--- src/rtl/rsq_pkg.sv ---
// Purpose: constants for the reset flag and release sequencer
// Assumes: 25 MHz sys_clk
// Notes:   times in ns, cycle counts derived from them
package rsq_pkg;
  localparam int CLK_NS = 40;
  localparam int POR_DELAY_NS = 10000;
  localparam int STARTUP_REG_NS = 20000;
  localparam int STARTUP_POWER_UP_TIMER_NS = 64000000;
  localparam int RST_TIME_NS = 20000;
  localparam int LOCK_NS = 20000;
  localparam int MON_DELAY_NS = 100000;
  localparam int POR_DELAY_CYC = (POR_DELAY_NS + CLK_NS - 1) / CLK_NS;
  localparam int STARTUP_REG_CYC = (STARTUP_REG_NS + CLK_NS - 1) / CLK_NS;
  localparam int STARTUP_POWER_UP_TIMER_CYC = (STARTUP_POWER_UP_TIMER_NS + CLK_NS - 1) / CLK_NS;
  localparam int RST_TIME_CYC = (RST_TIME_NS + CLK_NS - 1) / CLK_NS;
  localparam int LOCK_CYC = (LOCK_NS + CLK_NS - 1) / CLK_NS;
  localparam int MON_DELAY_CYC = (MON_DELAY_NS + CLK_NS - 1) / CLK_NS;
  localparam int OSC_PERIODS = 1024;
  localparam int OSC_CNT_W = 10;
  localparam int CNT_W = 24;

  localparam logic [7:0] ADDR_CAUSE = 8'h00;
  localparam logic [7:0] ADDR_STATUS = 8'h04;

  localparam int B_POR = 0;
  localparam int B_BOR = 1;
  localparam int B_IDLE = 2;
  localparam int B_SLEEP = 3;
  localparam int B_WATCHDOG_TIMEOUT_FLAG = 4;
  localparam int B_SOFTWARE_WATCHDOG_ENABLE = 5;
  localparam int B_SWRST = 6;
  localparam int B_EXT = 7;
  localparam int B_VREG = 8;
  localparam int B_ILL = 14;
  localparam int B_TRAP = 15;
  localparam logic [15:0] CAUSE_IMPL = 16'hc1ff;
  localparam logic [15:0] CAUSE_POR_VAL = 16'h0003;

  localparam logic [2:0] SRC_FRC = 3'h0;
  localparam logic [2:0] SRC_FRCPLL = 3'h1;
  localparam logic [2:0] SRC_XT = 3'h2;
  localparam logic [2:0] SRC_XTPLL = 3'h3;
  localparam logic [2:0] SRC_SOSC = 3'h4;
  localparam logic [2:0] SRC_EC = 3'h5;
  localparam logic [2:0] SRC_ECPLL = 3'h6;
  localparam logic [2:0] SRC_LPRC = 3'h7;

  typedef enum logic [1:0] {RSQ_HOLD, RSQ_RUN} rsq_rst_t;
endpackage

--- src/rtl/rsq_reset_seq.sv ---
// Purpose: reset cause flags, clock source pick and release timing
// Assumes: all event inputs are one-cycle pulses on sys_clk
// Notes:   register port: read data valid one cycle after readStb
//
// Summary of operation
// - any reset source asserts master system reset
// - power-on clears all flags except power-on and brown-out
// - power-on flag by POR; brown-out flag by both
// - event flags set; cleared by power-on, and by brown-out except pin flag
// - watchdog flag cleared by power-save, POR, BOR
// - software writes flags, never causing reset
// - fuse at one forces watchdog enabled
// - POR/BOR use fuse, others current oscillator
// - no clock switching: fuses for every reset
// - POR/BOR hold is power-on+startup+internal delay
// - startup 20us regulator, 64ms otherwise
// - startup on wake only with regulator
// - other resets hold internal delay only
// - crystal sources count 1024 oscillator periods
// - PLL sources add lock wait after count
// - oscillator waits run alongside reset delays
// - execution waits for released clock
// - monitor delay after POR/BOR for crystal/PLL
// - failed clock at monitor start: INTERNAL_FAST_RC_OSC, trap
module rsq_reset_seq #(
  parameter int POWER_UP_TIMER_CYC = rsq_pkg::STARTUP_POWER_UP_TIMER_CYC
) (
  input  wire logic        sys_clk,
  input  wire logic        srst,
  input  wire logic        porEvt,
  input  wire logic        borEvt,
  input  wire logic        mclrEvt,
  input  wire logic        swRstEvt,
  input  wire logic        wdtEvt,
  input  wire logic        trapEvt,
  input  wire logic        illEvt,
  input  wire logic        sleepEvt,
  input  wire logic        idleEvt,
  input  wire logic        wakeEvt,
  input  wire logic        regulatorEn,
  input  wire logic        clkSwitchEn,
  input  wire logic        monitorEn,
  input  wire logic        watchdogEnableFuse,
  input  wire logic [2:0]  oscillatorSelectFuse,
  input  wire logic [2:0]  currentOscillatorField,
  input  wire logic        oscTick,
  input  wire logic        clockValid,
  input  wire logic [7:0]  regAddr,
  input  wire logic [15:0] regWdata,
  input  wire logic        regWrStb,
  input  wire logic        regRdStb,
  output logic      [15:0] regRdata,
  output logic             masterSystemReset,
  output logic             sysResetHold,
  output logic             clockReleased,
  output logic             cpuRun,
  output logic      [2:0]  clockSource,
  output logic             watchdogEnabled,
  output logic             monitorActive,
  output logic             oscFailTrap
);
  import rsq_pkg::*;

  // ------------------------------
  // reset sources
  // ------------------------------
  logic anyRst;
  logic pwrRst;
  logic [15:0] cause;
  logic [CNT_W-1:0] rstCnt;
  logic [CNT_W-1:0] wakeCnt;
  logic [OSC_CNT_W:0] oscCnt;
  logic [CNT_W-1:0] lockCnt;
  logic [CNT_W-1:0] monCnt;
  logic porSeq;
  logic monPending;
  logic needOst;
  logic needPll;
  logic [2:0] srcSel;
  rsq_rst_t rstState;

  assign pwrRst = porEvt | borEvt;
  assign anyRst = pwrRst | mclrEvt | swRstEvt | wdtEvt | trapEvt | illEvt;

  function automatic logic [CNT_W-1:0] holdCycles(input logic isPor, input logic reg_on);
    if (isPor) begin
      if (reg_on) begin
        holdCycles = CNT_W'(POR_DELAY_CYC + STARTUP_REG_CYC + RST_TIME_CYC);
      end else begin
        holdCycles = CNT_W'(POR_DELAY_CYC + POWER_UP_TIMER_CYC + RST_TIME_CYC);
      end
    end else begin
      holdCycles = CNT_W'(RST_TIME_CYC);
    end
  endfunction

  // ------------------------------
  // cause flags
  // ------------------------------
  always_ff @(posedge sys_clk) begin
    if (srst) begin
      cause <= CAUSE_POR_VAL;
    end else begin
      logic [15:0] nxt;
      nxt = cause;
      if (regWrStb && regAddr == ADDR_CAUSE) begin
        nxt = regWdata & CAUSE_IMPL;
      end
      if (porEvt) begin
        nxt = '0;
        nxt[B_POR] = 1'b1;
      end else if (borEvt) begin
        nxt[B_TRAP] = 1'b0;
        nxt[B_ILL] = 1'b0;
        nxt[B_SWRST] = 1'b0;
        nxt[B_SLEEP] = 1'b0;
        nxt[B_IDLE] = 1'b0;
        nxt[B_WATCHDOG_TIMEOUT_FLAG] = 1'b0;
      end
      if (sleepEvt || idleEvt) begin
        nxt[B_WATCHDOG_TIMEOUT_FLAG] = 1'b0;
      end
      // events win over clears in the same cycle
      if (pwrRst) nxt[B_BOR] = 1'b1;
      if (trapEvt) nxt[B_TRAP] = 1'b1;
      if (illEvt) nxt[B_ILL] = 1'b1;
      if (mclrEvt) nxt[B_EXT] = 1'b1;
      if (swRstEvt) nxt[B_SWRST] = 1'b1;
      if (sleepEvt) nxt[B_SLEEP] = 1'b1;
      if (idleEvt) nxt[B_IDLE] = 1'b1;
      if (wdtEvt) nxt[B_WATCHDOG_TIMEOUT_FLAG] = 1'b1;
      cause <= nxt;
    end
  end

  assign watchdogEnabled = watchdogEnableFuse | cause[B_SOFTWARE_WATCHDOG_ENABLE];

  // ------------------------------
  // register read port
  // ------------------------------
  always_ff @(posedge sys_clk) begin
    if (srst) begin
      regRdata <= '0;
    end else if (regRdStb) begin
      unique case (regAddr)
        ADDR_CAUSE:  regRdata <= cause;
        ADDR_STATUS: regRdata <= {8'h00, oscFailTrap, monitorActive, cpuRun, clockReleased,
                                  sysResetHold, clockSource};
        default:     regRdata <= '0;
      endcase
    end else begin
      regRdata <= '0;
    end
  end

  // ------------------------------
  // clock source pick
  // ------------------------------
  always_comb begin
    if (!clkSwitchEn || pwrRst) begin
      srcSel = oscillatorSelectFuse;
    end else begin
      srcSel = currentOscillatorField;
    end
  end
  assign needOst = (clockSource == SRC_XT) || (clockSource == SRC_XTPLL) || (clockSource == SRC_SOSC);
  assign needPll = (clockSource == SRC_FRCPLL) || (clockSource == SRC_XTPLL) || (clockSource == SRC_ECPLL);

  // ------------------------------
  // system reset hold timer
  // ------------------------------
  always_ff @(posedge sys_clk) begin
    if (srst) begin
      rstState <= RSQ_HOLD;
      rstCnt <= holdCycles(1'b1, 1'b1);
      porSeq <= 1'b1;
      clockSource <= SRC_FRC;
    end else if (anyRst) begin
      rstState <= RSQ_HOLD;
      rstCnt <= holdCycles(pwrRst, regulatorEn);
      porSeq <= pwrRst;
      clockSource <= srcSel;
    end else if (monitorActive && !clockValid && monitorEn) begin
      clockSource <= SRC_FRC;
    end else begin
      unique case (rstState)
        RSQ_HOLD: begin
          if (rstCnt <= CNT_W'(1)) rstState <= RSQ_RUN;
          else rstCnt <= rstCnt - CNT_W'(1);
        end
        RSQ_RUN: ;
      endcase
    end
  end
  assign sysResetHold = (rstState == RSQ_HOLD);
  assign masterSystemReset = anyRst | sysResetHold;

  // wake from power-down: start-up delay only with the regulator on
  always_ff @(posedge sys_clk) begin
    if (srst || anyRst) begin
      wakeCnt <= '0;
    end else if (wakeEvt && regulatorEn) begin
      wakeCnt <= CNT_W'(STARTUP_REG_CYC);
    end else if (wakeCnt != '0) begin
      wakeCnt <= wakeCnt - CNT_W'(1);
    end
  end

  // ------------------------------
  // oscillator start-up and lock, run beside the hold timer
  // ------------------------------
  always_ff @(posedge sys_clk) begin
    if (srst || anyRst) begin
      oscCnt <= '0;
    end else if (needOst && oscTick && oscCnt < (OSC_CNT_W+1)'(OSC_PERIODS)) begin
      oscCnt <= oscCnt + (OSC_CNT_W+1)'(1);
    end
  end

  logic ostDone;
  assign ostDone = !needOst || oscCnt == (OSC_CNT_W+1)'(OSC_PERIODS);

  always_ff @(posedge sys_clk) begin
    if (srst || anyRst) begin
      lockCnt <= '0;
    end else if (needPll && ostDone && lockCnt < CNT_W'(LOCK_CYC)) begin
      lockCnt <= lockCnt + CNT_W'(1);
    end
  end

  always_ff @(posedge sys_clk) begin
    if (srst || anyRst) begin
      clockReleased <= 1'b0;
    end else begin
      clockReleased <= ostDone && (!needPll || lockCnt == CNT_W'(LOCK_CYC));
    end
  end

  assign cpuRun = !sysResetHold && clockReleased && wakeCnt == '0;

  // ------------------------------
  // clock failure monitor start
  // ------------------------------
  always_ff @(posedge sys_clk) begin
    if (srst || anyRst) begin
      monCnt <= '0;
      monPending <= 1'b0;
      monitorActive <= 1'b0;
    end else if (rstState == RSQ_HOLD && rstCnt <= CNT_W'(1)) begin
      monPending <= porSeq && (needOst || needPll);
      monCnt <= CNT_W'(MON_DELAY_CYC);
      monitorActive <= monitorEn && !(porSeq && (needOst || needPll));
    end else if (monPending) begin
      if (monCnt <= CNT_W'(1)) begin
        monPending <= 1'b0;
        monitorActive <= monitorEn;
      end else begin
        monCnt <= monCnt - CNT_W'(1);
      end
    end
  end

  always_ff @(posedge sys_clk) begin
    if (srst || anyRst) begin
      oscFailTrap <= 1'b0;
    end else if (monitorActive && monitorEn && !clockValid) begin
      oscFailTrap <= 1'b1;
    end
  end

  // ------------------------------
  // checks
  // ------------------------------
  por_flags_a: assert property (@(posedge sys_clk) disable iff (srst)
    porEvt |=> cause[B_POR] && cause[B_BOR] && !cause[B_EXT]) else $error("power-on flags wrong");
  ext_keep_a: assert property (@(posedge sys_clk) disable iff (srst)
    borEvt && !porEvt && cause[B_EXT] && !regWrStb |=> cause[B_EXT]) else $error("brown-out cleared pin flag");
  wdt_clear_a: assert property (@(posedge sys_clk) disable iff (srst)
    sleepEvt && !wdtEvt |=> !cause[B_WATCHDOG_TIMEOUT_FLAG]) else $error("watchdog flag not cleared");
  sw_noreset_a: assert property (@(posedge sys_clk) disable iff (srst)
    regWrStb && !anyRst && !sysResetHold |=> !sysResetHold) else $error("write caused reset");
  wdt_fuse_a: assert property (@(posedge sys_clk) disable iff (srst)
    watchdogEnableFuse |-> watchdogEnabled) else $error("watchdog not forced on");
  src_pick_a: assert property (@(posedge sys_clk) disable iff (srst)
    mclrEvt && !pwrRst && clkSwitchEn |=> clockSource == $past(currentOscillatorField)) else $error("bad source");
  short_hold_a: assert property (@(posedge sys_clk) disable iff (srst)
    mclrEvt && !pwrRst ##1 !anyRst [*8] |-> sysResetHold) else $error("hold ended early");
  any_rst_a: assert property (@(posedge sys_clk) disable iff (srst)
    anyRst |-> masterSystemReset) else $error("reset not asserted");
  run_gate_a: assert property (@(posedge sys_clk) disable iff (srst)
    cpuRun |-> clockReleased && !sysResetHold) else $error("ran without clock");
endmodule

--- config.mk ---
export PLATFORM = sky130hd
export DESIGN_NAME = rsq_reset_seq
export DESIGN_NICKNAME = d
export VERILOG_FILES = /design/src/rtl/rsq_pkg.sv /design/src/rtl/rsq_reset_seq.sv
export SDC_FILE = /design/constraint.sdc
export NUM_CORES = 1
export LEC_CHECK = 0
export BUFFER_PORTS_ARGS = -buffer_cell sky130_fd_sc_hd__buf_2
export CAP_MARGIN = 20
export CORE_ASPECT_RATIO = 0.6
export CORE_MARGIN = 5
export CORE_UTILIZATION = 25
export DETAILED_ROUTE_END_ITERATION = 10
export GPL_TIMING_DRIVEN = 0
export PLACE_DENSITY = 0.39
export SYNTH_ARGS = -nofsm -noshare
export SYNTH_HDL_FRONTEND = slang
export SYNTH_SLANG_ARGS = --single-unit
--- constraint.sdc ---
create_clock -name sys_clk -period 2.4 [get_ports sys_clk]
set_input_delay 0.12 -clock sys_clk [delete_from_list [all_inputs] [get_ports sys_clk]]
set_output_delay 0.12 -clock sys_clk [all_outputs]
set_load 0.02 [all_outputs]
==> out/metrics.csv <==
stage,metric,value,unit
placed_design,hpwl,13700,um
clock_tree,h-tree-depth,4,
clock_tree,clock_sink_count,138,
cells_and_area,final_nets,900,
power_and_ir_drop,power_density,683,nW/um^2
sta,finalCriticalPeriod,2300,ps
die,io_pins,76,
critical_path,path_common_cell,or4_1,
die,placementRows,45,
sta,slew_headroom,38.4,%
detailed_routing,ant_nets,0,
logic_synthesis,synth.avg_cell_area,8.67,sq um
critical_path,max_stage_delay,470,ps
logic_synthesis,ys.flop_type,dfxtp_1,
sta,rsz0062_at_grt,yes,
placed_design,place_area,7130,sq um
detailed_routing,viasPerCell,4.62,
detailed_routing,dr_total_vias,5470,
worst_hold_path,hp-class,in2reg,
global_routing,grt_pass1_vias,5136,
die,die_h,134,um
sta,setup_viol_count_final,0,
logic_synthesis,synth_edf_count,0,
critical_path,critPathMaxFanout,9,
sta,fin_hold_ws,56.7,ps
cells_and_area,stdcell_area,8130,sq um
power_and_ir_drop,switchingPower,0.00119,W
sta,finalMaxSlewViolations,0,
power_and_ir_drop,combPwrFrac,4.3,%
power_and_ir_drop,max-vdd-ir-drop,0.429,mV
critical_path,required,2690,ps
detailed_routing,detail_route.first_pass.iterations,5,
power_and_ir_drop,power.leakage,3.00,nW
power_and_ir_drop,power_frac_seq,42.2,%
power_and_ir_drop,intPower,0.00436,W
placed_design,post-place-ws,-581,ps
detailed_routing,wl_per_cell,15.8,um
detailed_routing,drc,0,
detailed_routing,routed_wl,18600,um
placed_design,gp_congestion,0.817,
logic_synthesis,synth_warnings,0,
detailed_routing,drt_iter0_drc,360,
cells_and_area,final_core_util,32.2,%
critical_path,arrival,2600,ps
global_routing,grt_max_degree,17,
logic_synthesis,yosysTopAreaCellShare,43.3,%
clock_tree,cts.path.max_buffers,2,
logic_synthesis,synth.area.top_cells,"dfxtp_1 (43%), nor2_1 (6.9%), xnor2_1 (5.4%)",
clock_tree,clkLatencyLatePin,430,ps
clock_tree,cts_tree,done,
critical_path,crit_slowest_cell,or4_1,
status,status,"complete, no violations",
sta,fin_crit_sh,95.9,%
die,start_util,25.3,%
logic_synthesis,syn_inst,736,
critical_path,timing.critical_path.from_type,flip-flop,
die,die_w,216,um
run,maxCapViolations,0,
critical_path,crit_type,reg2reg,
cells_and_area,diodes,0,
clock_tree,cts.clk_slew.worst_paths,60,ps
cells_and_area,drive_gt1_share,19.2,%
clock_tree,cts_made_buffers,17,
logic_synthesis,yosys.area.top_type,dfxtp_1,
global_routing,antenna_found_initial,0,
logic_synthesis,syn_area,6380,sq um
logic_synthesis,synth_cell_types,58,
die,core_area,25200,sq um
critical_path,cp-end-kind,flip-flop,
power_and_ir_drop,power_frac_clock,53.6,%
global_routing,grt_pass1_wl,29600,um
sta,finClkSkew,4.09,ps
global_routing,grt_use_total,13.1,%
sta,worst_slack,97.5,ps
logic_synthesis,seq_area_frac_synth,43.3,%
placed_design,io_buffers,63,
die,die_area,28900,sq um
sta,finalHoldViolCount,0,
logic_synthesis,ys_async_sr_fraction,0,%
sta,max_freq,434,MHz
critical_path,path_cells,or4_1 > buf_4 > nor4_4 > nand2_2 > or4_1 > a32oi_1 > nor2_1,
clock_tree,root_buffer,clkbuf_16,
logic_synthesis,ys_ff_latch,138,
power_and_ir_drop,swShare,21.5,%
cells_and_area,area_growth,27.3,%
global_routing,overflow,0,
sta,tightest_slew,916,ps
## registers in the layout, indices dropped and copies added (netlist names)
| signal | cells |
|---|---|
| cause | 11 |
| clockReleased | 1 |
| clockSource | 3 |
| lockCnt | 24 |
| monCnt | 24 |
| monPending | 1 |
| monitorActive | 1 |
| oscCnt | 11 |
| oscFailTrap | 1 |
| porSeq | 1 |
| regRdata | 11 |
| rstCnt | 24 |
| rstState | 1 |
| wakeCnt | 24 |
## synth_stat cells, types with 2 or more instances
cell / n
a211oi_1: 4
nor4b_1: 4
and2_1: 25
nand3_1: 18
or4_4: 3
o22ai_1: 2
mux2_2: 8
ha_1: 9
a31oi_1: 9
mux2i_1: 14
dfxtp_1: 138
or2_2: 5
nor4_1: 29
nor4_2: 2
inv_1: 16
a2111oi_0: 3
clkbuf_1: 19
or3_1: 19
a2111oi_2: 2
nor4_4: 2
o41ai_1: 2
nand2_2: 2
xor2_1: 21
nand2b_1: 8
buf_2: 6
xnor2_1: 39
o31ai_4: 2
o21ai_0: 16
a32oi_1: 2
o311ai_0: 2
buf_4: 6
nand2_1: 50
and3_1: 3
o21ba_2: 2
nor2_1: 117
nand3b_1: 4
a21oi_1: 44
nor3_1: 37
nand4_1: 10
or4_1: 11
and4_1: 4
## layout make-up
cell class                      count  area (sq um)
Fill cell                        2652         17100
Multi-Input combinational cell    555          3550
Sequential cell                   138          2770
Timing Repair Buffer               85           529
Clock buffer                       19           433
Tap cell                          329           412
Clock inverter                     13           224
Buffer                             28           149
Inverter                           16          60.1
## layer usage
layer	vias up	GRT usage (%)	routed length [um]	part of all wire, %
met2	120	16.2	6760	36
met3	23	3.45	1150	6.2
met1	2523	21.2	10500	56
li1	2804	-	-	-
met4	0	3.99	238	1.3
met5	-	0	0	0
## path summary, 6_finish.rpt
check             slack, ps  depth (start not counted)   startpoint          to
setup / recovery        100                          7    rstCnt[2]  rstCnt[19]
setup reg to reg        100                          7    rstCnt[2]  rstCnt[19]
hold / removal           60                          4  regWdata[2]    cause[2]
hold reg to reg         450                          2       porSeq      porSeq
## through the flow
step	power, W	setup TNS (ps)	std cells
after floorplan	0.00251	0	740
after global placement	0.00260	-16430	1132
after detailed placement	0.00260	-18220	1132
after CTS	0.00563	0	1180
after global routing	0.00579	-43.0	1183
final	0.00555	0	1183
## cell usage in the layout (no fill, tap or decap), types with 4 or more instances in the layout
cell type / count
nor2_1: 116
nand3_1: 18
or2_2: 5
ha_1: 8
nor4b_1: 4
clkinv_2: 4
dlygate4sd3_1: 12
clkbuf_16: 17
nor4_4: 5
buf_2: 62
nand2_1: 49
nor4_1: 27
or4_1: 9
or3_1: 19
nand3b_1: 4
nor3_1: 34
o21ai_0: 16
dfxtp_1: 134
mux2i_1: 14
clkbuf_1: 18
mux2_2: 8
or4_4: 5
nand2b_1: 8
a31oi_1: 9
nand4_1: 10
a211oi_1: 4
and4_1: 4
a21oi_1: 43
xnor2_1: 39
buf_4: 18
xor2_1: 21
and2_1: 25
bufinv_16: 6
conb_1: 5
inv_1: 16
## critical path: cells and delay by family, from the launching register on
kind | cells | cell delay, ps
AOI/OAI and AO/OA | 1 | 180
DFF | 1 | 380
buffers and inverters | 1 | 180
and+or+nand+nor | 5 | 1420
## power groups by stage
stage	combinational, W	sequential, W	clock, W
5_1_grt	0.000264	0.00234	0.00318
3_3_place_gp	0.000217	0.00239	0
2_1_floorplan	0.000125	0.00238	0
4_1_cts	0.000236	0.00234	0.00306
6_report	0.000238	0.00234	0.00297
3_5_place_dp	0.000215	0.00239	0
## what timing repair did
item / 4_1_cts / 5_1_grt
setup buffers: 4 / 6
pin swaps: 5 / 8
hold buffers: 12 / 0
setup endpoints to repair: 38 / 42
hold endpoints to repair: 12 / 0
resized for setup: 21 / 21
## kinds of logic (layout without fill, tap and decap cells)
logic type,count (synthesis),in the layout,share of synthesized area (%)
XOR/XNOR,60,60,8.23
AO/OA/AOI/OAI,98,98,10.0
AND/OR/NAND/NOR,361,361,29.8
multiplexers,22,22,3.61
flip-flops,138,138,43.3
buffers and inverters,47,161,3.23
adder cells (fa/ha/maj),9,9,1.76
other,1,5,0.0587
Note: power is estimated with default switching activity, not from simulation.
